==> config.mk <==
export PLATFORM = sky130hd
export DESIGN_NAME = eie_exec
export DESIGN_NICKNAME = d
export VERILOG_FILES = /design/src/core/eie_pkg.sv /design/src/core/eie_exec.sv
export VERILOG_INCLUDE_DIRS = /design/src /design/src/core
export SDC_FILE = /design/constraint.sdc
export NUM_CORES = 1
export LEC_CHECK = 0
export BUFFER_PORTS_ARGS = -buffer_cell sky130_fd_sc_hd__buf_2
export CAP_MARGIN = 20
export CELL_PAD_IN_SITES_DETAIL_PLACEMENT = 1
export CELL_PAD_IN_SITES_GLOBAL_PLACEMENT = 1
export CORE_ASPECT_RATIO = 0.8
export CORE_MARGIN = 5
export CORE_UTILIZATION = 38
export CTS_CLUSTER_DIAMETER = 50
export DETAILED_ROUTE_END_ITERATION = 12
export GPL_TIMING_DRIVEN = 0
export PLACE_DENSITY_LB_ADDON = 0.15
export SLEW_MARGIN = 0
export SYNTH_ARGS = -nofsm -noshare
export SYNTH_HDL_FRONTEND = slang
export SYNTH_SLANG_ARGS = --single-unit
export TNS_END_PERCENT = 5
==> constraint.sdc <==
create_clock -name clk_sys -period 4 [get_ports clk_sys]
set_input_delay 0.4 -clock clk_sys [delete_from_list [all_inputs] [get_ports clk_sys]]
set_output_delay 0.4 -clock clk_sys [all_outputs]
set_load 0.03 [all_outputs]
==> src/core/eie_consts.svh <==
// constants for the extended instruction execute block
// assumes a byte-wide data memory and a 16-bit program word
`ifndef EIE_CONSTS_SVH
`define EIE_CONSTS_SVH
`define EIE_BYTE_W      8
`define EIE_NIB_W       4
`define EIE_WORD_W      16
`define EIE_BIT_SEL_W   3
`define EIE_ZERO_BYTE   8'h00
`define EIE_ACC_RST     8'h00
`define EIE_TABLE_POINTER_LOW_RST    8'h00
`define EIE_TABLE_READ_HIGH_LATCH_RST    8'h00
`define EIE_CLK_PERIOD_NS 4
// a skipping instruction takes three instruction cycles, others two
`define EIE_CYC_NORMAL  2
`define EIE_CYC_SKIP    3
`endif

==> src/core/eie_pkg.sv <==
// types shared by the extended instruction execute block
// assumes the includer also pulls in eie_consts.svh
package eie_pkg;

  typedef enum logic [3:0] {
    EIE_OP_NONE         = 4'b0000,
    EIE_OP_SUBM         = 4'b0001, // sub_to_memory_ext
    EIE_OP_NIBM         = 4'b0010, // nibble_exchange_mem
    EIE_OP_NIBA         = 4'b0011, // nibble_exchange_to_acc
    EIE_OP_SKZ          = 4'b0100, // skip_on_zero_ext
    EIE_OP_MVSKZ        = 4'b0101, // move_and_skip_on_zero
    EIE_OP_SKZ_BIT      = 4'b0110, // bit form of skip_on_zero_ext
    EIE_OP_TRD          = 4'b0111, // paged_table_read
    EIE_OP_TRDL         = 4'b1000, // last_page_table_read
    EIE_OP_ITRD         = 4'b1001, // inc_paged_table_read
    EIE_OP_ITRDL        = 4'b1010, // inc_last_page_table_read
    EIE_OP_XORA         = 4'b1011, // xor_to_accumulator_ext
    EIE_OP_XORM         = 4'b1100  // xor_to_memory_ext
  } eie_op_t;

  typedef enum logic [1:0] {
    EIE_ST_IDLE  = 2'b00,
    EIE_ST_FETCH = 2'b01,
    EIE_ST_WRITE = 2'b10,
    EIE_ST_DUMMY = 2'b11
  } eie_state_t;

  typedef struct packed {
    logic ov; // arith_range_error_flag
    logic z;
    logic ac; // half_byte_carry_flag
    logic c;
    logic sc; // signed_chain_flag
    logic cz; // carry_zero_chain_flag
  } eie_flags_t;

  typedef struct packed {
    eie_op_t    op;
    logic [2:0] bit_sel;
  } eie_instr_t;

endpackage

==> src/core/eie_exec.sv <==
// execution unit for a subset of extended-address instructions
// assumes the core presents the operand byte with the instruction and applies mem writes itself
`timescale 1ns/1ps
`include "eie_consts.svh"

module eie_exec #(
  parameter int PM_AW = 12
) (
  // clock and reset
  input  wire logic                         clk_sys,
  input  wire logic                         rst_n,
  // instruction issue
  input  wire logic                         instr_valid,
  input  wire eie_pkg::eie_instr_t          instr,
  input  wire logic [`EIE_BYTE_W-1:0]       mem_rdata,
  output logic                              instr_ready,
  // data memory write-back
  output logic                              mem_we,
  output logic [`EIE_BYTE_W-1:0]            mem_wdata,
  // program memory table port, data valid the cycle after pm_rd
  output logic                              pm_rd,
  output logic [PM_AW-1:0]                  pm_addr,
  input  wire logic [`EIE_WORD_W-1:0]       pm_rdata,
  // core state loads
  input  wire logic                         acc_we,
  input  wire logic [`EIE_BYTE_W-1:0]       acc_wdata,
  input  wire logic                         table_pointer_low_we,
  input  wire logic [`EIE_BYTE_W-1:0]       table_pointer_low_wdata,
  input  wire logic [`EIE_BYTE_W-1:0]       table_pointer_high,
  // visible state
  output logic [`EIE_BYTE_W-1:0]            acc,
  output eie_pkg::eie_flags_t               flags,
  output logic [`EIE_BYTE_W-1:0]            table_pointer_low,
  output logic [`EIE_BYTE_W-1:0]            table_read_high_latch,
  output logic                              skip_dummy,
  output logic                              instr_done
);

  localparam int PG_W = PM_AW - `EIE_BYTE_W;

  eie_pkg::eie_state_t          state_reg;
  eie_pkg::eie_op_t             op_reg;
  logic [2:0]                   bit_reg;
  logic [`EIE_BYTE_W-1:0]       opnd_reg;
  logic [`EIE_BYTE_W-1:0]       acc_reg;
  eie_pkg::eie_flags_t          flags_reg;
  logic [`EIE_BYTE_W-1:0]       table_pointer_low_reg;
  logic [`EIE_BYTE_W-1:0]       table_read_high_latch_reg;
  logic                         mem_we_reg;
  logic [`EIE_BYTE_W-1:0]       mem_wdata_reg;
  logic                         pm_rd_reg;
  logic [PM_AW-1:0]             pm_addr_reg;
  logic                         skip_reg;
  logic                         done_reg;

  logic                         accept;
  logic                         is_inc;
  logic                         is_last;
  logic [`EIE_BYTE_W-1:0]       table_pointer_low_next;
  logic [`EIE_BYTE_W:0]         diff;
  logic [`EIE_BYTE_W-1:0]       xor_res;
  logic [`EIE_BYTE_W-1:0]       swapped;
  logic                         skip_take;

  assign instr_ready = (state_reg == eie_pkg::EIE_ST_IDLE);
  assign accept      = instr_valid && instr_ready;
  assign is_inc      = (instr.op == eie_pkg::EIE_OP_ITRD) || (instr.op == eie_pkg::EIE_OP_ITRDL);
  assign is_last     = (instr.op == eie_pkg::EIE_OP_TRDL) || (instr.op == eie_pkg::EIE_OP_ITRDL);
  // pointer low is bumped before the address is formed
  assign table_pointer_low_next   = is_inc ? table_pointer_low_reg + 8'h01 : table_pointer_low_reg;

  // 9-bit difference: the borrow lands in bit 8, so carry is its inverse
  assign diff    = {1'b0, acc_reg} - {1'b0, opnd_reg};
  assign xor_res = acc_reg ^ opnd_reg;
  assign swapped = {opnd_reg[`EIE_NIB_W-1:0], opnd_reg[`EIE_BYTE_W-1:`EIE_NIB_W]};

  always_comb begin
    case (op_reg)
      eie_pkg::EIE_OP_SKZ, eie_pkg::EIE_OP_MVSKZ: skip_take = (opnd_reg == `EIE_ZERO_BYTE);
      eie_pkg::EIE_OP_SKZ_BIT:                    skip_take = ~opnd_reg[bit_reg];
      default:                                    skip_take = 1'b0;
    endcase
  end

  // sequencing: issue -> fetch -> write -> optional dummy
  always_ff @(posedge clk_sys) begin
    if (!rst_n) begin
      state_reg <= eie_pkg::EIE_ST_IDLE;
    end else begin
      case (state_reg)
        eie_pkg::EIE_ST_IDLE:  if (accept) state_reg <= eie_pkg::EIE_ST_FETCH;
        eie_pkg::EIE_ST_FETCH: state_reg <= eie_pkg::EIE_ST_WRITE;
        eie_pkg::EIE_ST_WRITE: state_reg <= skip_take ? eie_pkg::EIE_ST_DUMMY : eie_pkg::EIE_ST_IDLE;
        eie_pkg::EIE_ST_DUMMY: state_reg <= eie_pkg::EIE_ST_IDLE;
        default:               state_reg <= eie_pkg::EIE_ST_IDLE;
      endcase
    end
  end

  // instruction latch; operand is sampled at issue only
  always_ff @(posedge clk_sys) begin
    if (!rst_n) begin
      op_reg   <= eie_pkg::EIE_OP_NONE;
      bit_reg  <= 3'h0;
      opnd_reg <= `EIE_ZERO_BYTE;
    end else if (accept) begin
      op_reg   <= instr.op;
      bit_reg  <= instr.bit_sel;
      opnd_reg <= mem_rdata;
    end
  end

  // table pointer low: core load loses to an incrementing read in the same cycle
  always_ff @(posedge clk_sys) begin
    if (!rst_n) begin
      table_pointer_low_reg <= `EIE_TABLE_POINTER_LOW_RST;
    end else if (accept && is_inc) begin
      table_pointer_low_reg <= table_pointer_low_next;
    end else if (table_pointer_low_we) begin
      table_pointer_low_reg <= table_pointer_low_wdata;
    end
  end

  // program memory request, one cycle after issue
  always_ff @(posedge clk_sys) begin
    if (!rst_n) begin
      pm_rd_reg   <= 1'b0;
      pm_addr_reg <= '0;
    end else begin
      pm_rd_reg <= accept && (instr.op inside {eie_pkg::EIE_OP_TRD, eie_pkg::EIE_OP_TRDL,
                                               eie_pkg::EIE_OP_ITRD, eie_pkg::EIE_OP_ITRDL});
      if (accept) begin
        if (is_last)
          pm_addr_reg <= {{PG_W{1'b1}}, table_pointer_low_next};
        else
          pm_addr_reg <= {table_pointer_high[PG_W-1:0], table_pointer_low_next};
      end
    end
  end

  // memory write-back, issued at the end of the write cycle
  always_ff @(posedge clk_sys) begin
    if (!rst_n) begin
      mem_we_reg    <= 1'b0;
      mem_wdata_reg <= `EIE_ZERO_BYTE;
    end else if (state_reg == eie_pkg::EIE_ST_WRITE) begin
      mem_we_reg <= 1'b1;
      case (op_reg)
        eie_pkg::EIE_OP_SUBM:                      mem_wdata_reg <= diff[`EIE_BYTE_W-1:0];
        eie_pkg::EIE_OP_NIBM:                      mem_wdata_reg <= swapped;
        eie_pkg::EIE_OP_SKZ:                       mem_wdata_reg <= opnd_reg;
        eie_pkg::EIE_OP_XORM:                      mem_wdata_reg <= xor_res;
        eie_pkg::EIE_OP_TRD, eie_pkg::EIE_OP_TRDL,
        eie_pkg::EIE_OP_ITRD, eie_pkg::EIE_OP_ITRDL: mem_wdata_reg <= pm_rdata[`EIE_BYTE_W-1:0];
        default: begin
          mem_we_reg    <= 1'b0;
          mem_wdata_reg <= mem_wdata_reg;
        end
      endcase
    end else begin
      mem_we_reg <= 1'b0;
    end
  end

  // table-high latch
  always_ff @(posedge clk_sys) begin
    if (!rst_n) begin
      table_read_high_latch_reg <= `EIE_TABLE_READ_HIGH_LATCH_RST;
    end else if (state_reg == eie_pkg::EIE_ST_WRITE && op_reg inside {eie_pkg::EIE_OP_TRD,
                 eie_pkg::EIE_OP_TRDL, eie_pkg::EIE_OP_ITRD, eie_pkg::EIE_OP_ITRDL}) begin
      table_read_high_latch_reg <= pm_rdata[`EIE_WORD_W-1:`EIE_BYTE_W];
    end
  end

  // accumulator: an instruction result wins over a core load in the same cycle
  always_ff @(posedge clk_sys) begin
    if (!rst_n) begin
      acc_reg <= `EIE_ACC_RST;
    end else if (state_reg == eie_pkg::EIE_ST_WRITE && op_reg == eie_pkg::EIE_OP_NIBA) begin
      acc_reg <= swapped;
    end else if (state_reg == eie_pkg::EIE_ST_WRITE && op_reg == eie_pkg::EIE_OP_MVSKZ) begin
      acc_reg <= opnd_reg;
    end else if (state_reg == eie_pkg::EIE_ST_WRITE && op_reg == eie_pkg::EIE_OP_XORA) begin
      acc_reg <= xor_res;
    end else if (acc_we) begin
      acc_reg <= acc_wdata;
    end
  end

  // flags: only subtract and the two xors touch them
  always_ff @(posedge clk_sys) begin
    if (!rst_n) begin
      flags_reg <= '0;
    end else if (state_reg == eie_pkg::EIE_ST_WRITE) begin
      case (op_reg)
        eie_pkg::EIE_OP_SUBM: begin
          flags_reg.c  <= ~diff[`EIE_BYTE_W];
          flags_reg.ac <= (acc_reg[`EIE_NIB_W-1:0] >= opnd_reg[`EIE_NIB_W-1:0]);
          flags_reg.z  <= (diff[`EIE_BYTE_W-1:0] == `EIE_ZERO_BYTE);
          flags_reg.ov <= (acc_reg[7] ^ opnd_reg[7]) & (acc_reg[7] ^ diff[7]);
          flags_reg.sc <= ((acc_reg[7] ^ opnd_reg[7]) & (acc_reg[7] ^ diff[7])) ^ diff[7];
          flags_reg.cz <= (diff[`EIE_BYTE_W-1:0] == `EIE_ZERO_BYTE);
        end
        eie_pkg::EIE_OP_XORA, eie_pkg::EIE_OP_XORM: flags_reg.z <= (xor_res == `EIE_ZERO_BYTE);
        default: flags_reg <= flags_reg;
      endcase
    end
  end

  // skip and completion indications
  always_ff @(posedge clk_sys) begin
    if (!rst_n) begin
      skip_reg <= 1'b0;
      done_reg <= 1'b0;
    end else begin
      skip_reg <= (state_reg == eie_pkg::EIE_ST_WRITE) && skip_take;
      done_reg <= ((state_reg == eie_pkg::EIE_ST_WRITE) && !skip_take) ||
                  (state_reg == eie_pkg::EIE_ST_DUMMY);
    end
  end

  assign mem_we                = mem_we_reg;
  assign mem_wdata             = mem_wdata_reg;
  assign pm_rd                 = pm_rd_reg;
  assign pm_addr               = pm_addr_reg;
  assign acc                   = acc_reg;
  assign flags                 = flags_reg;
  assign table_pointer_low     = table_pointer_low_reg;
  assign table_read_high_latch = table_read_high_latch_reg;
  assign skip_dummy            = skip_reg;
  assign instr_done            = done_reg;

  chk_subm_result: assert property (@(posedge clk_sys) disable iff (!rst_n)
    (state_reg == eie_pkg::EIE_ST_WRITE && op_reg == eie_pkg::EIE_OP_SUBM) |=>
      mem_we && mem_wdata == $past(acc_reg - opnd_reg) && flags.c == ($past(acc_reg) >= $past(opnd_reg)))
    else $error("subtract to memory wrong");

  chk_nibm_swap: assert property (@(posedge clk_sys) disable iff (!rst_n)
    (state_reg == eie_pkg::EIE_ST_WRITE && op_reg == eie_pkg::EIE_OP_NIBM) |=>
      mem_we && mem_wdata == {$past(opnd_reg[3:0]), $past(opnd_reg[7:4])} && $stable(flags))
    else $error("in place nibble swap wrong");

  chk_niba_acc: assert property (@(posedge clk_sys) disable iff (!rst_n)
    (state_reg == eie_pkg::EIE_ST_WRITE && op_reg == eie_pkg::EIE_OP_NIBA) |=>
      !mem_we && acc == {$past(opnd_reg[3:0]), $past(opnd_reg[7:4])} && $stable(flags))
    else $error("nibble swap to acc wrong");

  chk_skz_skip: assert property (@(posedge clk_sys) disable iff (!rst_n)
    (accept && instr.op == eie_pkg::EIE_OP_SKZ && mem_rdata == 8'h00) |-> ##3 skip_dummy && mem_we
      && mem_wdata == 8'h00)
    else $error("zero test did not skip");

  chk_skip_three: assert property (@(posedge clk_sys) disable iff (!rst_n)
    (state_reg == eie_pkg::EIE_ST_WRITE && skip_take) |=> state_reg == eie_pkg::EIE_ST_DUMMY ##1
      instr_ready && instr_done)
    else $error("skip not three cycles");

  chk_mvskz_acc: assert property (@(posedge clk_sys) disable iff (!rst_n)
    (accept && instr.op == eie_pkg::EIE_OP_MVSKZ) |-> ##3 acc == $past(mem_rdata, 3)
      && skip_dummy == ($past(mem_rdata, 3) == 8'h00))
    else $error("move and test wrong");

  chk_bit_skip: assert property (@(posedge clk_sys) disable iff (!rst_n)
    (state_reg == eie_pkg::EIE_ST_WRITE && op_reg == eie_pkg::EIE_OP_SKZ_BIT) |=>
      skip_dummy == !$past(opnd_reg[bit_reg]) && $stable(flags))
    else $error("bit test skip wrong");

  chk_tbl_paged: assert property (@(posedge clk_sys) disable iff (!rst_n)
    (accept && instr.op == eie_pkg::EIE_OP_TRD) |=> pm_rd
      && pm_addr == {table_pointer_high[PG_W-1:0], table_pointer_low} ##2 table_read_high_latch == $past(pm_rdata[15:8]))
    else $error("paged table read wrong");

  chk_tbl_last: assert property (@(posedge clk_sys) disable iff (!rst_n)
    (accept && instr.op == eie_pkg::EIE_OP_TRDL) |=> pm_rd && pm_addr[PM_AW-1:8] == {PG_W{1'b1}})
    else $error("last page address wrong");

  chk_tbl_inc: assert property (@(posedge clk_sys) disable iff (!rst_n)
    (accept && is_inc) |=> table_pointer_low == $past(table_pointer_low_reg) + 8'h01
      && pm_addr[7:0] == table_pointer_low)
    else $error("pointer not incremented first");

  chk_xor_acc: assert property (@(posedge clk_sys) disable iff (!rst_n)
    (state_reg == eie_pkg::EIE_ST_WRITE && op_reg == eie_pkg::EIE_OP_XORA) |=>
      acc == $past(xor_res) && flags.z == (acc == 8'h00) && flags.c == $past(flags_reg.c))
    else $error("xor to acc wrong");

  chk_xor_mem: assert property (@(posedge clk_sys) disable iff (!rst_n)
    (state_reg == eie_pkg::EIE_ST_WRITE && op_reg == eie_pkg::EIE_OP_XORM) |=>
      mem_we && mem_wdata == $past(xor_res) && flags.z == (mem_wdata == 8'h00))
    else $error("xor to memory wrong");

  chk_dummy_quiet: assert property (@(posedge clk_sys) disable iff (!rst_n)
    (state_reg == eie_pkg::EIE_ST_DUMMY && !acc_we && !table_pointer_low_we) |=>
      !mem_we && $stable(acc) && $stable(flags) && $stable(table_pointer_low))
    else $error("dummy cycle changed state");

endmodule // eie_exec

After elaboration in Yosys (flattened, before gate mapping). Cells that the tools add are included.

Output and inout bits: 55. Bits of input ports: 60. Flip-flop bits (word level): 71.

Bitwise logic cells: 7. Eq/ne operators: 20. Reductions and logical operators: 31. Add/sub/neg operators: 2. Mux-type cells: 17. Magnitude comparators: 2.

Operators with widths (count): $mux 8 (7); $pmux 8 s5 (1); $eq 4x4->1 const B (8); $logic_not 8->1 (3); $eq 4x3->1 const B (5); $mux 12 (1); $reduce_bool 4->1 (3); $logic_and 1x1->1 (9); $sub 8x8->9 (1); $add 8x1->8 const B (1); $eq 4x2->1 const B (2); $pmux 2 s4 (1); $reduce_and 2->1 (4); $reduce_or 8->1 (1); $xor 8x8->8 (1); $reduce_bool 5->1 (1); $eq 2x2->1 const B (2); $eq 4x1->1 const B (1); $ge 4x4->1 (1); $lt 3x4->1 const B (1); $mux 2 (2); $pmux 1 s2 (2); $reduce_bool 2->1 (2); $reduce_or 2->1 (2); 11 further kinds (17).

Depth between registers and ports, before layout.
Depth after elaboration: 7. Depth in mapped cells: 14.

Worst setup path after synthesis. No wires, ideal clock.

Path kind: reg-to-reg. Start: register opnd_reg[3]. End: register flags_reg, in the netlist flags[4]. Clock period less this slack: 2941 ps. Buffers on the path: 1. Library setup time: 84 ps. Path slack: 1059 ps. Arrival: 2857 ps. Stages on the path, launching flop included: 13. Data required time: 3916 ps. Cells stage by stage: dfxtp_1 > clkbuf_1 > inv_1 > ha_1 > o21ai_0 > a21oi_1 > o31a_1 > o21a_1 > nor2_1 > fa_1 > nand4bb_1 > or4b_4 > o31ai_2.

Word-level cells in the longest chain between the ends: 3. Elaborated cells between the ends (all ways): 5. Those cells by class: 1 x add/sub; 1 x mux; 1 x bitwise; 2 x reduce/logical.

RTL lines: start, declared (line eie_exec.sv:44) `` logic [`EIE_BYTE_W-1:0] opnd_reg; ``; start signal, assigned (line eie_exec.sv:105) `` opnd_reg <= `EIE_ZERO_BYTE; ``; start signal, assigned (line eie_exec.sv:109) `opnd_reg <= mem_rdata;`; $sub 8x8->9 or $xor 8x8->8 (tied branches) (line eie_exec.sv:73, eie_exec.sv:74); $logic_not 8->1 (no line); $pmux 1 s2 (*) (line eie_exec.sv:195) `case (op_reg)`; end signal, assigned (line eie_exec.sv:205) `default: flags_reg <= flags_reg;`; end, declared (line eie_exec.sv:46) `eie_pkg::eie_flags_t flags_reg;`.

Mark *: on every way between the ends. The rest lies on a longest branch, timed or not. A chain may end at the register's enable or synchronous reset.

Worst setup path after layout.
Start: register opnd_reg[3]. End: register flags_reg, in the netlist flags[0].

Word-level cells in the longest chain between the ends: 2.

RTL lines: $sub 8x8->9 (line eie_exec.sv:73) `assign diff = {1'b0, acc_reg} - {1'b0, opnd_reg};`; $logic_not 8->1 (no line).

Every way passes these cells.

==> impl_metrics.toml <==
[timing]
setup_viol = 0
finalClockSkew_ns = 0.004458
rsz0062_at_grt = "no"
report.final.slew_viol_count = 0
slew_headroom = 0.4332
min_period_ns = 3.731
finalHoldViolations = 0
timing.fmax_mhz = 268.0
worst_pin_slew_ns = 0.8437
period_share = 0.9328
layout_setup_ws_ns = 0.2689
setup_tns_ns = 0

[global_route]
grt_pass1_vias = 4408
grt_pass1_wl_um = 23490
grt_max_degree = 13
antenna_found_initial = 0
gr-total-overflow = 0
track_usage = 0.2291

[routing]
drtAntennaViolNets = 0
drt_iter0_drc = 243
route.detailed.drc = 0
firstDrtPassIters = 5
routedWlPerCell_um = 19.56
dr_total_vias = 4359
vias_per_cell = 5.705
wirelength_um = 14940

[critical_path]
rrSetupSlack_ns = 0.27
ff2ff_path_depth = 12
critPathCaptureType = "register"
critical_path_required_ns = 4.23
r2r_start = "opnd_reg[3]"
crit_slowest_cell = "fa_1"
r2r_end = "flags[0]"
startpoint_type = "register"
critPathLaunch = "opnd_reg[3]"
crit_type = "register to register"
cp_max_fo = 8
path_cells = "clkbuf_1 > inv_1 > ha_1 > o21ai_0 > a21oi_1 > o31a_1 > o21a_1 > nor2_1 > fa_1 > nand4bb_1 > or4b_4 > o41ai_2"
crit_arrival_ns = 3.96
cpPeakStageDelay_ns = 0.59
path_buf_inv = 2
critPathTopFamily = "adder cells"

[synthesis]
synth_nets = 570
ys_seq_area_frac = 0.3474
ys_ff_latch = 71
yosys.area_share.xor_xnor = 0.02569
synth_top_area_share = 0.3474
ys.flop_type = "dfxtp_1"
yosys.area.top_type = "dfxtp_1"
synth_area_um2 = 4091
synthDistinctLibCells = 71
yosys.area_share.adder = 0.03731
synthTopCellsByArea = "dfxtp_1 (35%), nand2_1 (5.3%), a21oi_1 (4.6%)"
netlist_instances = 499
synth_top_family_by_area = "compound AO/OA/AOI/OAI gates"
async_reset_ff_frac = 0
synth_compound_area_frac = 0.2829
synthMuxAreaShare = 0.03823
avgSynthCellArea_um2 = 8.199
synth_edf_count = 0
synthSimpleGateAreaFrac = 0.2080
ys_warn_count = 0

[power_and_ir_drop]
p_switching_mw = 0.6435
combPwrFrac = 0.231
peakVddDrop_v = 0.0002179
p_per_area_nw_per_um2 = 398.9
p_clk_frac = 0.386
pwr-share-seq = 0.383
p_leak_nw = 2.089
p_int_mw = 1.393
netSwitchingFraction = 0.3160

[floorplan]
start_util = 0.3932
fp-row-count = 33
dieArea_um2 = 12960
pin_count = 115
core_um2 = 10410
die_x_um = 126.0
die-height_um = 102.8

[min_path]
min-delay-start = "pm_rdata[15]"
hp-class = "input pin to register"
hold_path_end = "table_read_high_latch[7]"
hold_path_depth = 3

[placed_design]
pre_cts_ws_ns = 0.3267
numPortBuffers = 110
globalplace.congestion = 0.9090
hpwl_um = 11600

[clock_tree]
cts_resized = 0
cts_tree = "done"
max-clock-path-buffers = 2
cts-root-buf = "clkbuf_16"
clk_pin_slew_ns = 0.06
hold_buffers = 0
h-tree-depth = 3
cts_buffers = 9
clkLatencyLatePin_ns = 0.33
cts_sinks = 71
post_cts.repair.setup_buffers = 0

[job]
cap_violations = 0

[finish]
nets = 691
area_growth_pct = 24.77
largest_register_ff_count = 12
n_antenna_cell = 0
layout-drive-gt1-share = 0.2596

[status]
status = "complete, no violations"
Yosys cell counts, drive strengths merged, types with 9 or more instances:
library cell / number
mux2i: 10
a211oi: 10
ha: 9
o211ai: 16
buf: 13
o21ai: 33
a21oi: 38
nor3: 11
inv: 16
nor2: 35
nand2: 58
o22ai: 9
dfxtp: 71
clkbuf: 29
nand3: 10
layout make-up:
cell class              count  area [um2]
clock inverters             6       62.56
fillers                  1324        5300
repair buffers            110       550.5
flip-flops and latches     71        1421
clock buffers               9       225.2
plain buffers              42       187.7
well taps                 140       175.2
multi-input cells         370        2422
inverters                  16       60.06
how the worst max path moves through the flow:
stage	endpoint	depth (start not counted)
finish	flags[0]	12
global placement	flags[4]	12
global route	flags[4]	12
floorplan	flags[4]	12
CTS	flags[0]	12
detailed placement	flags[4]	12
power by group through the flow:
stage	Combinational, mW	Sequential (mW)	Clock (mW)
after floorplan	0.264	0.833	0
after global placement	0.452	0.791	0
after detailed placement	0.463	0.794	0
after CTS	0.467	0.779	0.799
after global routing	0.509	0.784	0.829
final	0.471	0.779	0.787
placed cells by master, fill, tap and decap left out, types with 3 or more instances in the layout:
master,n
a211o_1,4
a211oi_1,8
a21oi_1,38
a221oi_1,4
a22oi_1,3
a31oi_1,8
a32oi_1,3
and2_1,4
buf_2,121
clkbuf_1,28
clkbuf_16,9
clkinvlp_4,3
dfxtp_1,71
ha_1,9
inv_1,15
mux2i_1,10
nand2_1,58
nand2b_1,7
nand3_1,10
nand3b_1,4
nor2_1,35
nor2b_1,7
nor3_1,11
nor3b_1,4
nor4_1,3
o211a_1,3
o211ai_1,16
o21a_1,6
o21ai_0,32
o221a_2,6
o221ai_1,6
o22ai_1,9
o31a_1,3
or3_1,4
xnor2_1,6
xor2_1,6
cell families (layout without fill, tap and decap cells):
| logic type | Yosys count | in the layout |
|---|---|---|
| buffers and inverters | 58 | 183 |
| multiplexers | 13 | 13 |
| AND/OR/NAND/NOR | 166 | 166 |
| XOR/XNOR | 12 | 12 |
| adder cells (fa/ha/maj) | 11 | 11 |
| flip-flops | 71 | 71 |
| AO/OA/AOI/OAI | 168 | 168 |
stage by stage:
stage	total power [mW]	instance area (um2)	util	hold slack [ns]	instances
finish	2.036	5105	0.4906	0.3004	764
global route	2.122	5105	0.4906	0.2980	764
CTS	2.045	5105	0.4906	0.2953	764
detailed placement	1.257	4817	0.4630	0.4565	749
global placement	1.243	4817	0.4630	0.4399	749
floorplan	1.097	4091	-	0.4496	499
tightest hold or removal path, delay by kind of cell:
kind                   cells  cell delay [ns]
buffers and inverters      1             0.07
AND/OR/NAND/NOR            1             0.07
multiplexers               1             0.05
metal layers:
metal / global-route usage / up-vias / wire, um
met3: 0.05541 / 14 / 1079
li1: - / 2085 / -
met4: 0.06513 / 0 / 170
met5: 0 / - / 0
met2: 0.3604 / 160 / 6596
met1: 0.3160 / 2100 / 7096
Power figures use the tool's default switching activity.
